[src/rtl/edge_filter_regs.svh]
// Register map, field positions and reset values of the edge filter
`ifndef EDGE_FILTER_REGS_SVH
`define EDGE_FILTER_REGS_SVH

`define EF_OFS_CTRL       8'h00
`define EF_OFS_RISE_THR   8'h04
`define EF_OFS_FALL_THR   8'h08
`define EF_OFS_STATUS     8'h0c
`define EF_OFS_MASK       8'h10
`define EF_OFS_STATE      8'h14

`define EF_CTRL_W         8
`define EF_CTRL_RST       8'h00
`define EF_THR_W          16
`define EF_THR_RST        16'h0000
`define EF_CNT_W          16

`define EF_EVT_W          2
`define EF_EVT_GLITCH     0
`define EF_EVT_EDGE       1
`define EF_EVT_RST        2'h0

`define EF_STATE_OUT      0
`define EF_STATE_IN       1
`define EF_STATE_BUSY     2
`define EF_STATE_CNT_LSB  16

`define EF_DIV_W          16
`define EF_SEL_W          3

`define EF_HTRANS_NONSEQ  2'h2
`define EF_HTRANS_SEQ     2'h3
`define EF_ADDR_LSB       2
`define EF_ADDR_W         8

`endif

[src/rtl/edge_filter_pkg.sv]
// Types shared by the edge filter design
package edge_filter_pkg;

  typedef struct packed {
    logic       ext_glitch;
    logic [2:0] clk_sel;
    logic       fall_mode;
    logic       rise_mode;
    logic       spare;
    logic       enable;
  } ctrl_type;

  typedef enum logic [2:0] {
    ST_IDLE = 3'h1,
    ST_PEND = 3'h2,
    ST_HOLD = 3'h4
  } filt_state_type;

  typedef struct packed {
    logic       write;
    logic [7:0] addr;
  } bus_req_type;

endpackage : edge_filter_pkg

[src/rtl/edge_filter.sv]
// Input edge filter channel with glitch detection and AHB-Lite registers
//
// The implementer's own choices: the address map and register access over AHB-Lite.
`timescale 1ns/1ns
`include "edge_filter_regs.svh"

module edge_filter
  import edge_filter_pkg::*;
(
  input  wire logic        hclk,
  input  wire logic        hresetn,
  input  wire logic        hsel,
  input  wire logic [31:0] haddr,
  input  wire logic [1:0]  htrans,
  input  wire logic        hwrite,
  input  wire logic [2:0]  hsize,
  input  wire logic [31:0] hwdata,
  input  wire logic        hready,
  output logic             hreadyout,
  output logic [31:0]      hrdata,
  output logic             hresp,
  input  wire logic        filter_in,
  output logic             filter_out,
  output logic             glitch_detect_event,
  output logic             external_capture_input,
  output logic             irq
);

  // Bus side state
  bus_req_type             req_q;
  logic                    wr_pend_q;
  logic [31:0]             rdata_q;
  ctrl_type                ctrl_q;
  logic [`EF_THR_W-1:0]    rise_thr_q;
  logic [`EF_THR_W-1:0]    fall_thr_q;
  logic [`EF_EVT_W-1:0]    status_q;
  logic [`EF_EVT_W-1:0]    mask_q;
  logic                    irq_q;

  // Filter state
  logic                    sync1_q;
  logic                    sync2_q;
  logic                    in_prev_q;
  logic                    out_q;
  filt_state_type          state_q;
  logic [`EF_CNT_W-1:0]    cnt_q;
  logic [`EF_DIV_W-1:0]    div_q;
  logic                    glitch_q;
  logic                    edge_evt_q;
  logic                    capture_q;

  logic                    addr_phase;
  logic                    wr_en;
  logic [`EF_DIV_W-1:0]    div_mask;
  logic                    tick;
  logic                    rising;
  logic                    mode_cur;
  logic [`EF_THR_W-1:0]    thr_cur;
  logic [`EF_CNT_W-1:0]    cnt_inc;
  logic                    reached;
  logic                    in_edge;
  logic                    glitch_now;
  logic                    accept_now;
  logic [`EF_EVT_W-1:0]    evt_set;
  logic [`EF_EVT_W-1:0]    evt_clr;
  logic [31:0]             rd_mux;

  // Address phase taken only when the bus is ready
  assign addr_phase = hsel && hready &&
                      (htrans == `EF_HTRANS_NONSEQ || htrans == `EF_HTRANS_SEQ);
  assign wr_en      = wr_pend_q;

  always_ff @(posedge hclk or negedge hresetn) begin
    if (!hresetn) begin
      req_q     <= '0;
      wr_pend_q <= 1'b0;
    end else begin
      wr_pend_q <= addr_phase && hwrite;
      if (addr_phase) begin
        req_q.write <= hwrite;
        req_q.addr  <= {haddr[`EF_ADDR_W-1:`EF_ADDR_LSB], 2'b00};
      end
    end
  end

  // Read data sampled in address phase so hrdata leaves a flip-flop
  always_comb begin
    rd_mux = 32'h0000_0000;
    unique case ({haddr[`EF_ADDR_W-1:`EF_ADDR_LSB], 2'b00})
      `EF_OFS_CTRL:     rd_mux[`EF_CTRL_W-1:0] = ctrl_q;
      `EF_OFS_RISE_THR: rd_mux[`EF_THR_W-1:0]  = rise_thr_q;
      `EF_OFS_FALL_THR: rd_mux[`EF_THR_W-1:0]  = fall_thr_q;
      `EF_OFS_STATUS:   rd_mux[`EF_EVT_W-1:0]  = status_q;
      `EF_OFS_MASK:     rd_mux[`EF_EVT_W-1:0]  = mask_q;
      `EF_OFS_STATE: begin
        rd_mux[`EF_STATE_OUT]  = out_q;
        rd_mux[`EF_STATE_IN]   = sync2_q;
        rd_mux[`EF_STATE_BUSY] = (state_q != ST_IDLE);
        rd_mux[`EF_STATE_CNT_LSB +: `EF_CNT_W] = cnt_q;
      end
      default:          rd_mux = 32'h0000_0000;
    endcase
  end

  always_ff @(posedge hclk or negedge hresetn) begin
    if (!hresetn) begin
      rdata_q <= 32'h0000_0000;
    end else if (addr_phase && !hwrite) begin
      rdata_q <= rd_mux;
    end
  end

  // Control register
  always_ff @(posedge hclk or negedge hresetn) begin
    if (!hresetn) begin
      ctrl_q <= ctrl_type'(`EF_CTRL_RST);
    end else if (wr_en && req_q.addr == `EF_OFS_CTRL) begin
      ctrl_q <= ctrl_type'(hwdata[`EF_CTRL_W-1:0]);
    end
  end

  // Rising threshold, in divided clock ticks
  always_ff @(posedge hclk or negedge hresetn) begin
    if (!hresetn) begin
      rise_thr_q <= `EF_THR_RST;
    end else if (wr_en && req_q.addr == `EF_OFS_RISE_THR) begin
      rise_thr_q <= hwdata[`EF_THR_W-1:0];
    end
  end

  // Falling threshold, in divided clock ticks
  always_ff @(posedge hclk or negedge hresetn) begin
    if (!hresetn) begin
      fall_thr_q <= `EF_THR_RST;
    end else if (wr_en && req_q.addr == `EF_OFS_FALL_THR) begin
      fall_thr_q <= hwdata[`EF_THR_W-1:0];
    end
  end

  // Interrupt mask, same layout as status
  always_ff @(posedge hclk or negedge hresetn) begin
    if (!hresetn) begin
      mask_q <= `EF_EVT_RST;
    end else if (wr_en && req_q.addr == `EF_OFS_MASK) begin
      mask_q <= hwdata[`EF_EVT_W-1:0];
    end
  end

  // Pin synchroniser; only the second stage feeds logic
  // Reset low matches an idle pin, so no false edge follows reset
  always_ff @(posedge hclk or negedge hresetn) begin
    if (!hresetn) begin
      sync1_q   <= 1'b0;
      sync2_q   <= 1'b0;
      in_prev_q <= 1'b0;
    end else begin
      sync1_q   <= filter_in;
      sync2_q   <= sync1_q;
      in_prev_q <= sync2_q;
    end
  end

  // Divided clock tick: one hclk cycle in every 2^clk_sel
  assign div_mask = `EF_DIV_W'((`EF_DIV_W'(1) << ctrl_q.clk_sel) - `EF_DIV_W'(1));
  assign tick     = (div_q & div_mask) == '0;

  always_ff @(posedge hclk or negedge hresetn) begin
    if (!hresetn) begin
      div_q <= '0;
    end else begin
      div_q <= `EF_DIV_W'(div_q + `EF_DIV_W'(1));
    end
  end

  // Edge direction picks mode and threshold per edge
  // A pending edge heads away from the output; a held one has reached it
  assign rising   = (state_q == ST_HOLD) ? out_q : !out_q;
  assign mode_cur = rising ? ctrl_q.rise_mode : ctrl_q.fall_mode;
  assign thr_cur  = rising ? rise_thr_q : fall_thr_q;
  assign cnt_inc  = tick ? `EF_CNT_W'(cnt_q + `EF_CNT_W'(1)) : cnt_q;
  assign reached  = cnt_inc >= thr_cur;
  assign in_edge  = sync2_q != in_prev_q;

  // Only the input edge itself counts, so a lasting glitch is one pulse
  always_comb begin
    glitch_now = 1'b0;
    accept_now = 1'b0;
    if (ctrl_q.enable) begin
      unique case (state_q)
        ST_IDLE: accept_now = (sync2_q != out_q) && !mode_cur;
        ST_PEND: begin
          glitch_now = in_edge && (sync2_q == out_q);
          accept_now = !glitch_now && reached;
        end
        ST_HOLD: glitch_now = in_edge;
        default: glitch_now = 1'b0;
      endcase
    end
  end

  // Filter sequencing
  always_ff @(posedge hclk or negedge hresetn) begin
    if (!hresetn) begin
      state_q <= ST_IDLE;
      cnt_q   <= '0;
      out_q   <= 1'b0;
    end else if (!ctrl_q.enable) begin
      state_q <= ST_IDLE;
      cnt_q   <= '0;
      out_q   <= sync2_q;
    end else begin
      unique case (state_q)
        ST_IDLE: begin
          cnt_q <= '0;
          if (sync2_q != out_q) begin
            if (!mode_cur) begin
              out_q <= sync2_q;
              // Zero threshold needs no acceptance interval
              state_q <= (thr_cur == '0) ? ST_IDLE : ST_HOLD;
            end else begin
              state_q <= ST_PEND;
            end
          end
        end
        ST_PEND: begin
          // Glitch checked first, so it wins at the threshold cycle
          if (glitch_now) begin
            state_q <= ST_IDLE;
            cnt_q   <= '0;
          end else if (reached) begin
            out_q   <= sync2_q;
            state_q <= ST_IDLE;
            cnt_q   <= '0;
          end else begin
            cnt_q <= cnt_inc;
          end
        end
        ST_HOLD: begin
          // Acceptance interval; input edges here are glitches, output holds
          if (reached) begin
            state_q <= ST_IDLE;
            cnt_q   <= '0;
          end else begin
            cnt_q <= cnt_inc;
          end
        end
        default: begin
          state_q <= ST_IDLE;
          cnt_q   <= '0;
        end
      endcase
    end
  end

  // Glitch pulse; edge based, so a lasting glitch gives one cycle
  always_ff @(posedge hclk or negedge hresetn) begin
    if (!hresetn) begin
      glitch_q <= 1'b0;
    end else begin
      glitch_q <= glitch_now;
    end
  end

  // Accepted edge pulse
  always_ff @(posedge hclk or negedge hresetn) begin
    if (!hresetn) begin
      edge_evt_q <= 1'b0;
    end else begin
      edge_evt_q <= accept_now;
    end
  end

  // Capture pulse only while the glitch is the selected source
  always_ff @(posedge hclk or negedge hresetn) begin
    if (!hresetn) begin
      capture_q <= 1'b0;
    end else begin
      capture_q <= glitch_now && ctrl_q.ext_glitch;
    end
  end

  // Sticky status, write one to clear, set wins over clear
  always_comb begin
    evt_set = '0;
    evt_set[`EF_EVT_GLITCH] = glitch_q;
    evt_set[`EF_EVT_EDGE]   = edge_evt_q;
    evt_clr = '0;
    if (wr_en && req_q.addr == `EF_OFS_STATUS) begin
      evt_clr = hwdata[`EF_EVT_W-1:0];
    end
  end

  always_ff @(posedge hclk or negedge hresetn) begin
    if (!hresetn) begin
      status_q <= `EF_EVT_RST;
    end else begin
      // Pulse event cannot re-set after clear
      status_q <= (status_q & ~evt_clr) | evt_set;
    end
  end

  always_ff @(posedge hclk or negedge hresetn) begin
    if (!hresetn) begin
      irq_q <= 1'b0;
    end else begin
      irq_q <= |(((status_q & ~evt_clr) | evt_set) & mask_q);
    end
  end

  // Zero wait states, ready from the first edge after reset
  always_ff @(posedge hclk or negedge hresetn) begin
    if (!hresetn) begin
      hreadyout <= 1'b0;
    end else begin
      hreadyout <= 1'b1;
    end
  end

  // Response is always OKAY
  always_ff @(posedge hclk or negedge hresetn) begin
    if (!hresetn) begin
      hresp <= 1'b0;
    end else begin
      hresp <= 1'b0;
    end
  end

  assign hrdata                 = rdata_q;
  assign filter_out             = out_q;
  assign glitch_detect_event    = glitch_q;
  assign external_capture_input = capture_q;
  assign irq                    = irq_q;

endmodule : edge_filter

[config.mk]
export PLATFORM = sky130hd
export DESIGN_NAME = edge_filter
export DESIGN_NICKNAME = d
export VERILOG_FILES = /design/src/rtl/edge_filter_pkg.sv /design/src/rtl/edge_filter.sv
export VERILOG_INCLUDE_DIRS = /design/src /design/src/rtl
export SDC_FILE = /design/constraint.sdc
export NUM_CORES = 1
export LEC_CHECK = 0
export ABC_AREA = 0
export BUFFER_PORTS_ARGS = -buffer_cell sky130_fd_sc_hd__buf_2
export CORE_MARGIN = 4
export CORE_UTILIZATION = 30
export CTS_CLUSTER_DIAMETER = 150
export CTS_CLUSTER_SIZE = 40
export DETAILED_ROUTE_END_ITERATION = 10
export PLACE_DENSITY = 0.52
export SLEW_MARGIN = 0
export SYNTH_ARGS = -nofsm -noshare
export SYNTH_HDL_FRONTEND = slang
export SYNTH_SLANG_ARGS = --single-unit
[constraint.sdc]
create_clock -name hclk -period 5 [get_ports hclk]
set_clock_uncertainty 0.05 [all_clocks]
set_input_delay 0.5 -clock hclk [delete_from_list [all_inputs] [get_ports hclk]]
set_output_delay 0.5 -clock hclk [all_outputs]
set_load 0.02 [all_outputs]
* Word-level counts from Yosys, hierarchy flattened
Cells that the tools add are included.
** Storage, ports and cells
- Input bits :: 75
- Output and inout bits :: 38
- Word-level logic and storage cells :: 113
- Flip-flop bits (word level) :: 127
** Operators by class
- $lt $le $gt $ge :: 1
- Multiplexer cells :: 31
- Bitwise operators :: 5
- Add/subtract/negate cells :: 3
- Reduce and logical (&&, ||, !) cells :: 24
- Shift operators :: 1
- Eq/ne operators :: 23
** Operators by type and width (count)
- 16-bit 2-to-1 mux :: 6
- 16-bit by 1-bit adder with 16-bit output (second input constant) :: 2
- 16-bit logical NOT :: 2
- 16-bit case mux with 2 select lines :: 1
- 6-bit by 2-bit == test with 1-bit output (second input constant) :: 4
- 6-bit by 3-bit == test with 1-bit output (second input constant) :: 3
- 3-bit 2-to-1 mux :: 6
- 16-bit AND :: 1
- 16-bit >= comparator :: 1
- 8-bit case mux with 2 select lines :: 1
- 1-bit by 3-bit left shift with 16-bit output (first input constant) :: 1
- 16-bit by 2-bit subtractor with 16-bit output (second input constant) :: 1
- 5-bit case mux with 3 select lines :: 1
- 1-bit logical AND :: 13
- 6-bit by 1-bit == test with 1-bit output (second input constant) :: 2
- 3-bit inequality test (second input constant) :: 4
- 2-bit case mux with 6 select lines :: 1
- 1-bit 2-to-1 mux :: 9
- 3-bit case mux with 3 select lines :: 1
- 8-bit logical NOT :: 1
- 6-bit logical NOT :: 1
- 3-bit by 1-bit inequality test with 1-bit output (second input constant) :: 2
- 1-bit case mux with 2 select lines :: 3
- 5-bit AND reduction :: 1
- 14 further kinds :: 20

* Longest topological paths before layout
Gate-level depths: netlist of run 1.
- Depth in word-level cells :: 10
- Mapped depth :: 16
- Mapped depth without buffers :: 14

* Worst setup path before layout of run 1
No wires, ideal clock.
- Kind :: register to register
- From :: register ctrl_q[5] (netlist bit)
- To :: register cnt_q[6]
- Required time :: 4873 ps
- Setup time :: 77 ps
- Path buffers :: 2
- Stages on the path, launching flop included :: 17
- Data arrival time :: 3537 ps
- Setup slack :: 1335 ps
- Clock period less this slack :: 3665 ps
- Cell sequence :: dfrtp_1 nand3_1 inv_1 ha_1 nand2b_1 o2111ai_1 or3_1 or4_4 nand2_1 ha_1 and3_1 a221oi_1 or2_2 clkbuf_1 nand4b_1 buf_2 a21oi_1
** On the way
- Word-level cells in the longest chain between the ends :: 10
** RTL lines
- from (decl) :: RTL line edge_filter.sv:33 : ctrl_type ctrl_q;
- from (signal assigned) :: RTL line edge_filter.sv:116 : ctrl_q <= ctrl_type'(`EF_CTRL_RST);
- from (signal assigned) :: RTL line edge_filter.sv:118 : ctrl_q <= ctrl_type'(hwdata[`EF_CTRL_W-1:0]);
- 1-bit by 3-bit left shift with 16-bit output (no source line) (*)
- 16-bit by 2-bit subtractor with 16-bit output (*) :: RTL line edge_filter.sv:164 : assign div_mask = `EF_DIV_W'((`EF_DIV_W'(1) << ctrl_q.clk_sel) - `EF_DIV_W'(1));
- 16-bit AND (*) :: RTL line edge_filter.sv:165 : assign tick = (div_q & div_mask) == '0;
- 16-bit logical NOT (*) :: RTL line edge_filter.sv:165
- 16-bit 2-to-1 mux (*) :: RTL line edge_filter.sv:180 : assign cnt_inc = tick ? `EF_CNT_W'(cnt_q + `EF_CNT_W'(1)) : cnt_q;
- 16-bit >= comparator :: RTL line edge_filter.sv:181 : assign reached = cnt_inc >= thr_cur;
- 16-bit 2-to-1 mux (*) :: RTL line edge_filter.sv:230, edge_filter.sv:240
- 16-bit 2-to-1 mux :: RTL line edge_filter.sv:227 : if (glitch_now) begin
- 16-bit case mux with 2 select lines (*) :: RTL line edge_filter.sv:212 : unique case (state_q)
- 16-bit 2-to-1 mux (*) :: RTL line edge_filter.sv:207 : end else if (!ctrl_q.enable) begin
- to (signal assigned) :: RTL line edge_filter.sv:235 : cnt_q <= cnt_inc;
- to (signal assigned) :: RTL line edge_filter.sv:244 : cnt_q <= cnt_inc;
- to (decl) :: RTL line edge_filter.sv:46 : logic [`EF_CNT_W-1:0] cnt_q;
Every way passes the cells marked *; elsewhere a longest branch is shown, timed or not.
A chain may end at the register's enable or synchronous reset.

* Worst setup path in the final report of run 1
- From :: register ctrl_q[5] (netlist bit)
- To :: register cnt_q[2]
The elaborated chain is that of the path after synthesis.

==> results.py, run 1 <==
metrics = {
    "place": {
        "gp_congestion": 0.830,
        "dp_hpwl_mm": 11.6,
        "post-place-cells": 872,
        "portBuffers": 65,
    },
    "floorplanning": {
        "coreArea_um2": 20500,
        "chipHeight_um": 153,
        "placementRows": 52,
        "dieArea_um2": 23500,
        "fp.dieW_um": 153,
        "start_util": 0.310,
        "io_pins": 113,
    },
    "routing": {
        "drt_wl_total_mm": 16.0,
        "drt_iter0_markers": 278,
        "dr.pass1.iters": 5,
        "vias": 4695,
        "viasPerCell": 5.19,
        "wl_per_cell_um": 17.7,
        "post-route-drc-count": 0,
        "route.antenna.remaining_nets": 0,
    },
    "run_status": {
        "outcome": "finished clean",
    },
    "clock_network": {
        "cts_num_sinks": 127,
        "post_cts_resized": 0,
        "path_clk_slew_ns": 0.06,
        "cts_buffers": 17,
        "root_buffer": "clkbuf_16",
        "cts_setup_buffers": 0,
        "hold_buffers": 0,
        "cts_buffer_depth": 2,
        "clk_latency_ns": 0.42,
        "htreeDepth": 4,
        "cts_tree": "done",
    },
    "critical_path": {
        "path_cells": "nand3_1, ha_1, nand2b_1, o2111ai_1, buf_4, nor4b_2, or3b_1, nand2_1, ha_1, and4_1, nand4_1, or3_1, nand4b_1, buf_4, nor2b_1",
        "worstPathMaxFanout": 16,
        "cp_slowest_cell": "or3_1",
        "start_kind": "register",
        "cp.required_ns": 5.24,
        "crit_type": "register to register",
        "crit_path_max_incr_delay_ns": 0.53,
        "cp-end-kind": "register",
        "critPathArrivalTime_ns": 4.24,
    },
    "sta": {
        "timing.fmax_mhz": 250,
        "rsz0062_at_grt": "no",
        "finalCritPeriodShare": 0.799,
        "slew_violations": 0,
        "finalHoldViolations": 0,
        "slew_headroom": 0.219,
        "setup_tns_ns": 0,
        "period_needed_ns": 4.00,
        "tightest_slew_ns": 1.17,
        "finalSetupViolations": 0,
    },
    "job": {
        "max_cap_violations": 0,
    },
    "logic_synthesis": {
        "synth.area.top_cells": "dfrtp_1, mux2_2, mux2i_1",
        "syn_nets": 650,
        "synth.avg_cell_area_um2": 11.4,
        "synth-seq-area-share": 0.501,
        "synth_flop_cell": "dfrtp_1",
        "yosysTopAreaCellShare": 0.497,
        "synth_cells": 556,
        "synthArstFlopShare": 1.00,
        "synth_edf_count": 0,
        "synth.largest_area_cell": "dfrtp_1",
        "ys_warn_count": 0,
        "ys_ff_latch": 127,
        "synthesis.area_um2": 6340,
        "ys_types": 61,
    },
    "power": {
        "p_per_area_nw_per_um2": 339,
        "irDropWorstVdd_uv": 223,
        "p_leak_nw": 3.52,
    },
    "finish": {
        "syn2layout_area_growth_pct": 17.8,
        "drive_gt1_frac": 0.267,
        "final_cells": 904,
        "fin_nets": 715,
        "antenna_cells": 0,
    },
    "min_path": {
        "hold_path.class": "input pin to async pin",
    },
    "global_routing": {
        "grt_max_degree": 59,
        "grt_overflow": 0,
        "antenna_found_initial": 1,
        "grt_pass1_wl_mm": 26.7,
        "grt_pass1_vias": 4906,
        "grt.total_usage": 0.142,
    },
}
## state kept, by name (all words and copies together) (netlist names)
register                cells
external_capture_input      1
rise_thr_q                 16
hrdata                     32
in_prev_q                   1
sync1_q                     1
irq                         1
sync2_q                     1
filter_out                  1
glitch_detect_event         1
wr_en                       1
fall_thr_q                 16
status_q                    2
edge_evt_q                  1
state_q                     3
req_q                       6
hreadyout                   1
cnt_q                      16
div_q                      16
ctrl_q                      8
mask_q                      2
## where the power goes
part	switching (mW)	internal, mW
registers	0.0636	1.09
clock network	0.448	0.639
logic	0.164	0.129
total	0.676	1.85
## cell usage in the layout (no fill, tap or decap), types with 4 or more instances in the layout
| cell type | n |
|---|---|
| a21o_1 | 5 |
| a21oi_1 | 16 |
| a22o_1 | 17 |
| a22oi_1 | 9 |
| and2_1 | 5 |
| and3_1 | 10 |
| and4_1 | 7 |
| buf_2 | 64 |
| buf_4 | 7 |
| clkbuf_16 | 17 |
| clkinv_2 | 6 |
| clkinvlp_4 | 4 |
| dfrtp_1 | 126 |
| ha_1 | 19 |
| inv_1 | 6 |
| mux2_2 | 51 |
| mux2i_1 | 24 |
| nand2_1 | 36 |
| nand2b_1 | 7 |
| nand3_1 | 14 |
| nand4_1 | 17 |
| nor2_1 | 19 |
| nor2b_1 | 14 |
| nor4_1 | 19 |
| o21ai_0 | 22 |
| or2_2 | 4 |
| xnor2_1 | 14 |
| xor2_1 | 14 |
## cell usage after synthesis, types with 6 or more instances
master	number
and4_1	7
a22o_1	17
nand2_1	36
and3_1	10
mux2_2	51
xor2_1	14
ha_1	19
nor2b_1	14
nor4_1	19
a22oi_1	9
buf_2	7
nand2b_1	8
o21ai_0	22
nand4_1	17
dfrtp_1	126
nand3_1	14
inv_1	6
a21oi_1	16
nor2_1	20
xnor2_1	14
clkbuf_1	15
mux2i_1	24
## final timing paths
check	start	endpoint	slack, ns	depth (start not counted)
max in group asynchronous	hresetn	hrdata[14]	3.83	2
setup / recovery	ctrl_q[5]	cnt_q[2]	1.00	15
hold / removal	hresetn	external_capture_input	0.12	1
setup reg to reg	ctrl_q[5]	cnt_q[2]	1.00	15
hold reg to reg	sync1_q	sync2_q	0.30	0
min in group hclk	filter_in	sync1_q	0.14	1
## routing by layer
layer / part of all wire / global-route usage / vias to the layer above
met5: 0.00081 / 0 / -
met4: 0.012 / 0.0408 / 2
met3: 0.046 / 0.0424 / 20
met2: 0.47 / 0.226 / 100
met1: 0.47 / 0.188 / 2374
li1: - / - / 2199
## logic make-up (layout without fill, tap and decap cells)
| logic type | after synthesis | count (layout) | share of synthesized area |
|---|---|---|---|
| simple gates | 177 | 177 | 0.160 |
| flops | 127 | 127 | 0.501 |
| compound gates | 96 | 96 | 0.111 |
| mux | 75 | 75 | 0.128 |
| buf+inv | 31 | 109 | 0.0203 |
| xor+xnor | 29 | 29 | 0.0412 |
| fa+ha+maj | 19 | 19 | 0.0375 |
| other cells | 2 | 2 | 0.00118 |
## critical path, delay by kind of cell, from the launching register on
kind,cells,cell delay [ns]
compound gates,1,0.11
buf+inv,2,0.43
flops,1,0.48
fa+ha+maj,2,0.44
simple gates,10,2.35
## area by class of cell
class	instances	area (um2)
fill	2035	13000
sequential	127	3180
clock buffer	21	450
timing repair buffer	71	373
inverter	6	22.5
tap	270	338
multi-input combinational	398	3040
clock inverter	11	68.8
## stage by stage
| stage | instance area [um2] | worst slack [ns] | util | hold WS [ns] | power [mW] |
|---|---|---|---|---|---|
| floorplan | 6340 | 1.34 | - | 0.154 | 1.35 |
| global placement | 6950 | 1.07 | 0.339 | 0.284 | 1.45 |
| detailed placement | 6950 | 1.02 | 0.339 | 0.286 | 1.46 |
| CTS | 7470 | 0.987 | 0.365 | 0.122 | 2.56 |
| global route | 7470 | 0.783 | 0.365 | 0.112 | 2.65 |
| finish | 7470 | 1.00 | 0.365 | 0.115 | 2.53 |
Note: power is estimated with default switching activity, not from simulation.
==> run 2: changes to the inputs <==
==> constraint.sdc (replaced) <==
create_clock -name hclk -period 4 [get_ports hclk]
set_clock_uncertainty 0.05 [all_clocks]
set_input_delay 0.4 -clock hclk [delete_from_list [all_inputs] [get_ports hclk]]
set_output_delay 0.4 -clock hclk [all_outputs]
set_load 0.02 [all_outputs]
==> run 2 against run 1 <==
  * Register-to-register slack got worse by 0.76 ns
  * Highest routed layer is now met4
  * Count of clock-buffer cells in the layout down 1
  * Final cell count grew 1.1%
  * Global-route usage down 0.44 points
  * Critical path depth fell by 2
  * Largest power group is now the clock network
  * Combinational power rose by 33%
  * Total power rose by 40%
  * Flip-flop and latch count stayed put
==> results.py, run 2 (same netlist as run 1, synthesis figures left out) <==
metrics = {
    "finish": {
        "multi_input_area_um2": 3070,
        "largest_reg_flops": 32,
        "syn2layout_area_growth_pct": 21.8,
        "antenna_cells": 0,
        "drive_gt1_frac": 0.287,
        "fill_cells": 1982,
        "fin_nets": 725,
        "final_util": 0.377,
        "regArea_um2": 3180,
        "post-route-cell-area_um2": 7730,
        "final_cell_mix": "dfrtp_1, buf_2, mux2_2, nand2_1, mux2i_1",
        "final_common_cell": "dfrtp_1",
    },
    "routing": {
        "dr.pass1.iters": 6,
        "drt_wl_total_mm": 15.7,
        "vias": 4700,
        "drt_iter0_markers": 301,
        "viasPerCell": 5.14,
        "post-route-drc-count": 0,
        "wl_per_cell_um": 17.2,
        "route.antenna.remaining_nets": 0,
    },
    "sta": {
        "finalSetupViolations": 0,
        "slew_violations": 0,
        "worst_slack_ns": 0.240,
        "rsz0062_at_grt": "no",
        "slew_headroom": 0.172,
        "timing.fmax_mhz": 266,
        "finalHoldViolations": 0,
        "period_needed_ns": 3.76,
        "tightest_slew_ns": 1.24,
        "finalCritPeriodShare": 0.940,
        "setup_tns_ns": 0,
    },
    "global_routing": {
        "antenna_found_initial": 0,
        "grt.total_usage": 0.137,
        "grt_pass1_wl_mm": 25.9,
        "grt_pass1_vias": 4811,
        "grt_max_degree": 86,
        "grt_overflow": 0,
    },
    "critical_path": {
        "timing.rr.end": "cnt_q[12]",
        "cp-end-kind": "register",
        "critical_path_buf_inv_count": 2,
        "worstPathMaxFanout": 16,
        "crit_path_max_incr_delay_ns": 0.50,
        "start_kind": "register",
        "rr_worst_depth": 13,
        "setup.worst_path.start": "ctrl_q[5]",
        "worst-path-stages": 13,
        "cp.required_ns": 4.30,
        "ff2ff_setup_slack_ns": 0.24,
        "r2r_start": "ctrl_q[5]",
        "crit_type": "register to register",
        "cp_slowest_cell": "or4_4",
        "path_cells": "buf_4, a2111oi_4, nor2_2, or3_1, or4_4, nand2_1, ha_1, and3_1, a221oi_1, or2_2, nand4b_1, buf_12, a21oi_1",
        "critPathArrivalTime_ns": 4.06,
        "critPathTopFamily": "simple AND/OR/NAND/NOR gates",
    },
    "floorplanning": {
        "io_pins": 113,
        "start_util": 0.310,
        "placementRows": 52,
        "coreArea_um2": 20500,
        "dieArea_um2": 23500,
        "chipHeight_um": 153,
        "fp.dieW_um": 153,
    },
    "min_path": {
        "hold_start": "filter_in",
        "min_to": "sync1_q",
        "hold_path.class": "input pin to register",
        "whs_path_depth": 1,
    },
    "place": {
        "dp_hpwl_mm": 11.3,
        "placed_cell_area_um2": 7030,
        "gp_congestion": 0.885,
        "pre_cts_slack_ns": 0.153,
        "portBuffers": 65,
    },
    "power": {
        "combPwrFrac": 0.111,
        "p_leak_nw": 3.65,
        "p_clk_frac": 0.484,
        "p_int_mw": 2.66,
        "irDropWorstVdd_uv": 249,
        "p_per_area_nw_per_um2": 457,
        "p_switching_mw": 0.871,
        "swShare": 0.246,
        "p_seq_frac": 0.405,
    },
    "clock_network": {
        "hold_buffers": 0,
        "cts_tree": "done",
        "root_buffer": "clkbuf_16",
        "htreeDepth": 4,
        "cts_buffer_depth": 2,
        "cts_num_sinks": 127,
        "path_clk_slew_ns": 0.06,
        "cts_buffers": 17,
        "clk_latency_ns": 0.43,
    },
    "job": {
        "max_cap_violations": 0,
    },
    "run_status": {
        "outcome": "finished clean",
    },
}
==> run 2: cell types whose count changed in the layout (fill, tap and decap cells not counted), sizes merged <==
cell,delta
clkinv,-3
clkinvlp,-2
clkbuf,-1
bufinv,+5
buf,+10
inv,+1
==> run 2: area by class of cell <==
type | instances | area share
clock buffer | 20 | 0.0578
multi-input combinational | 398 | 0.397
clock inverter | 12 | 0.0270
inverter | 6 | 0.00291
tap | 270 | 0.0437
timing repair buffer | 81 | 0.0596
sequential | 127 | 0.411
==> run 2: layer usage <==
layer	vias up	GRT usage	routed length, um
met5	-	0	0
met4	0	0.0534	293
met3	19	0.0336	677
met2	105	0.214	7280
met1	2355	0.185	7450
li1	2221	-	-
==> run 2: power groups by stage <==
stage / clock network, mW / registers (mW) / logic (mW)
2_1_floorplan: 0 / 1.44 / 0.250
3_3_place_gp: 0 / 1.45 / 0.373
3_5_place_dp: 0 / 1.45 / 0.381
4_1_cts: 1.75 / 1.43 / 0.383
5_1_grt: 1.81 / 1.44 / 0.436
6_report: 1.71 / 1.43 / 0.391
==> run 2: what timing repair did <==
action | 4_1_cts | 5_1_grt
resized for setup | 0 | 6
setup endpoints to repair | 0 | 20
setup buffers | 0 | 1
==> run 2: metrics by stage <==
step | std cells | power, mW | hold WS (ns)
2_1_floorplan | 556 | 1.69 | 0.0544
6_report | 914 | 3.53 | 0.0256
3_3_place_gp | 881 | 1.82 | 0.283
3_5_place_dp | 881 | 1.83 | 0.290
5_1_grt | 914 | 3.69 | 0.0137
4_1_cts | 913 | 3.56 | 0.00564
==> run 2: worst max-delay path by stage <==
stage                endpoint  slack (ns)
floorplan            cnt_q[6]        0.34
global placement    cnt_q[12]        0.16
detailed placement  cnt_q[12]        0.15
CTS                 cnt_q[12]        0.12
global route        cnt_q[12]        0.03
finish              cnt_q[12]        0.24
==> run 2: worst register-to-register path: cells and delay by family, from the launching register on <==
family,cells,cell delay [ns]
AOI/OAI and AO/OA,3,0.80
adders and majority gates,1,0.24
buffers and inverters,2,0.36
DFF,1,0.41
and+or+nand+nor,7,1.80
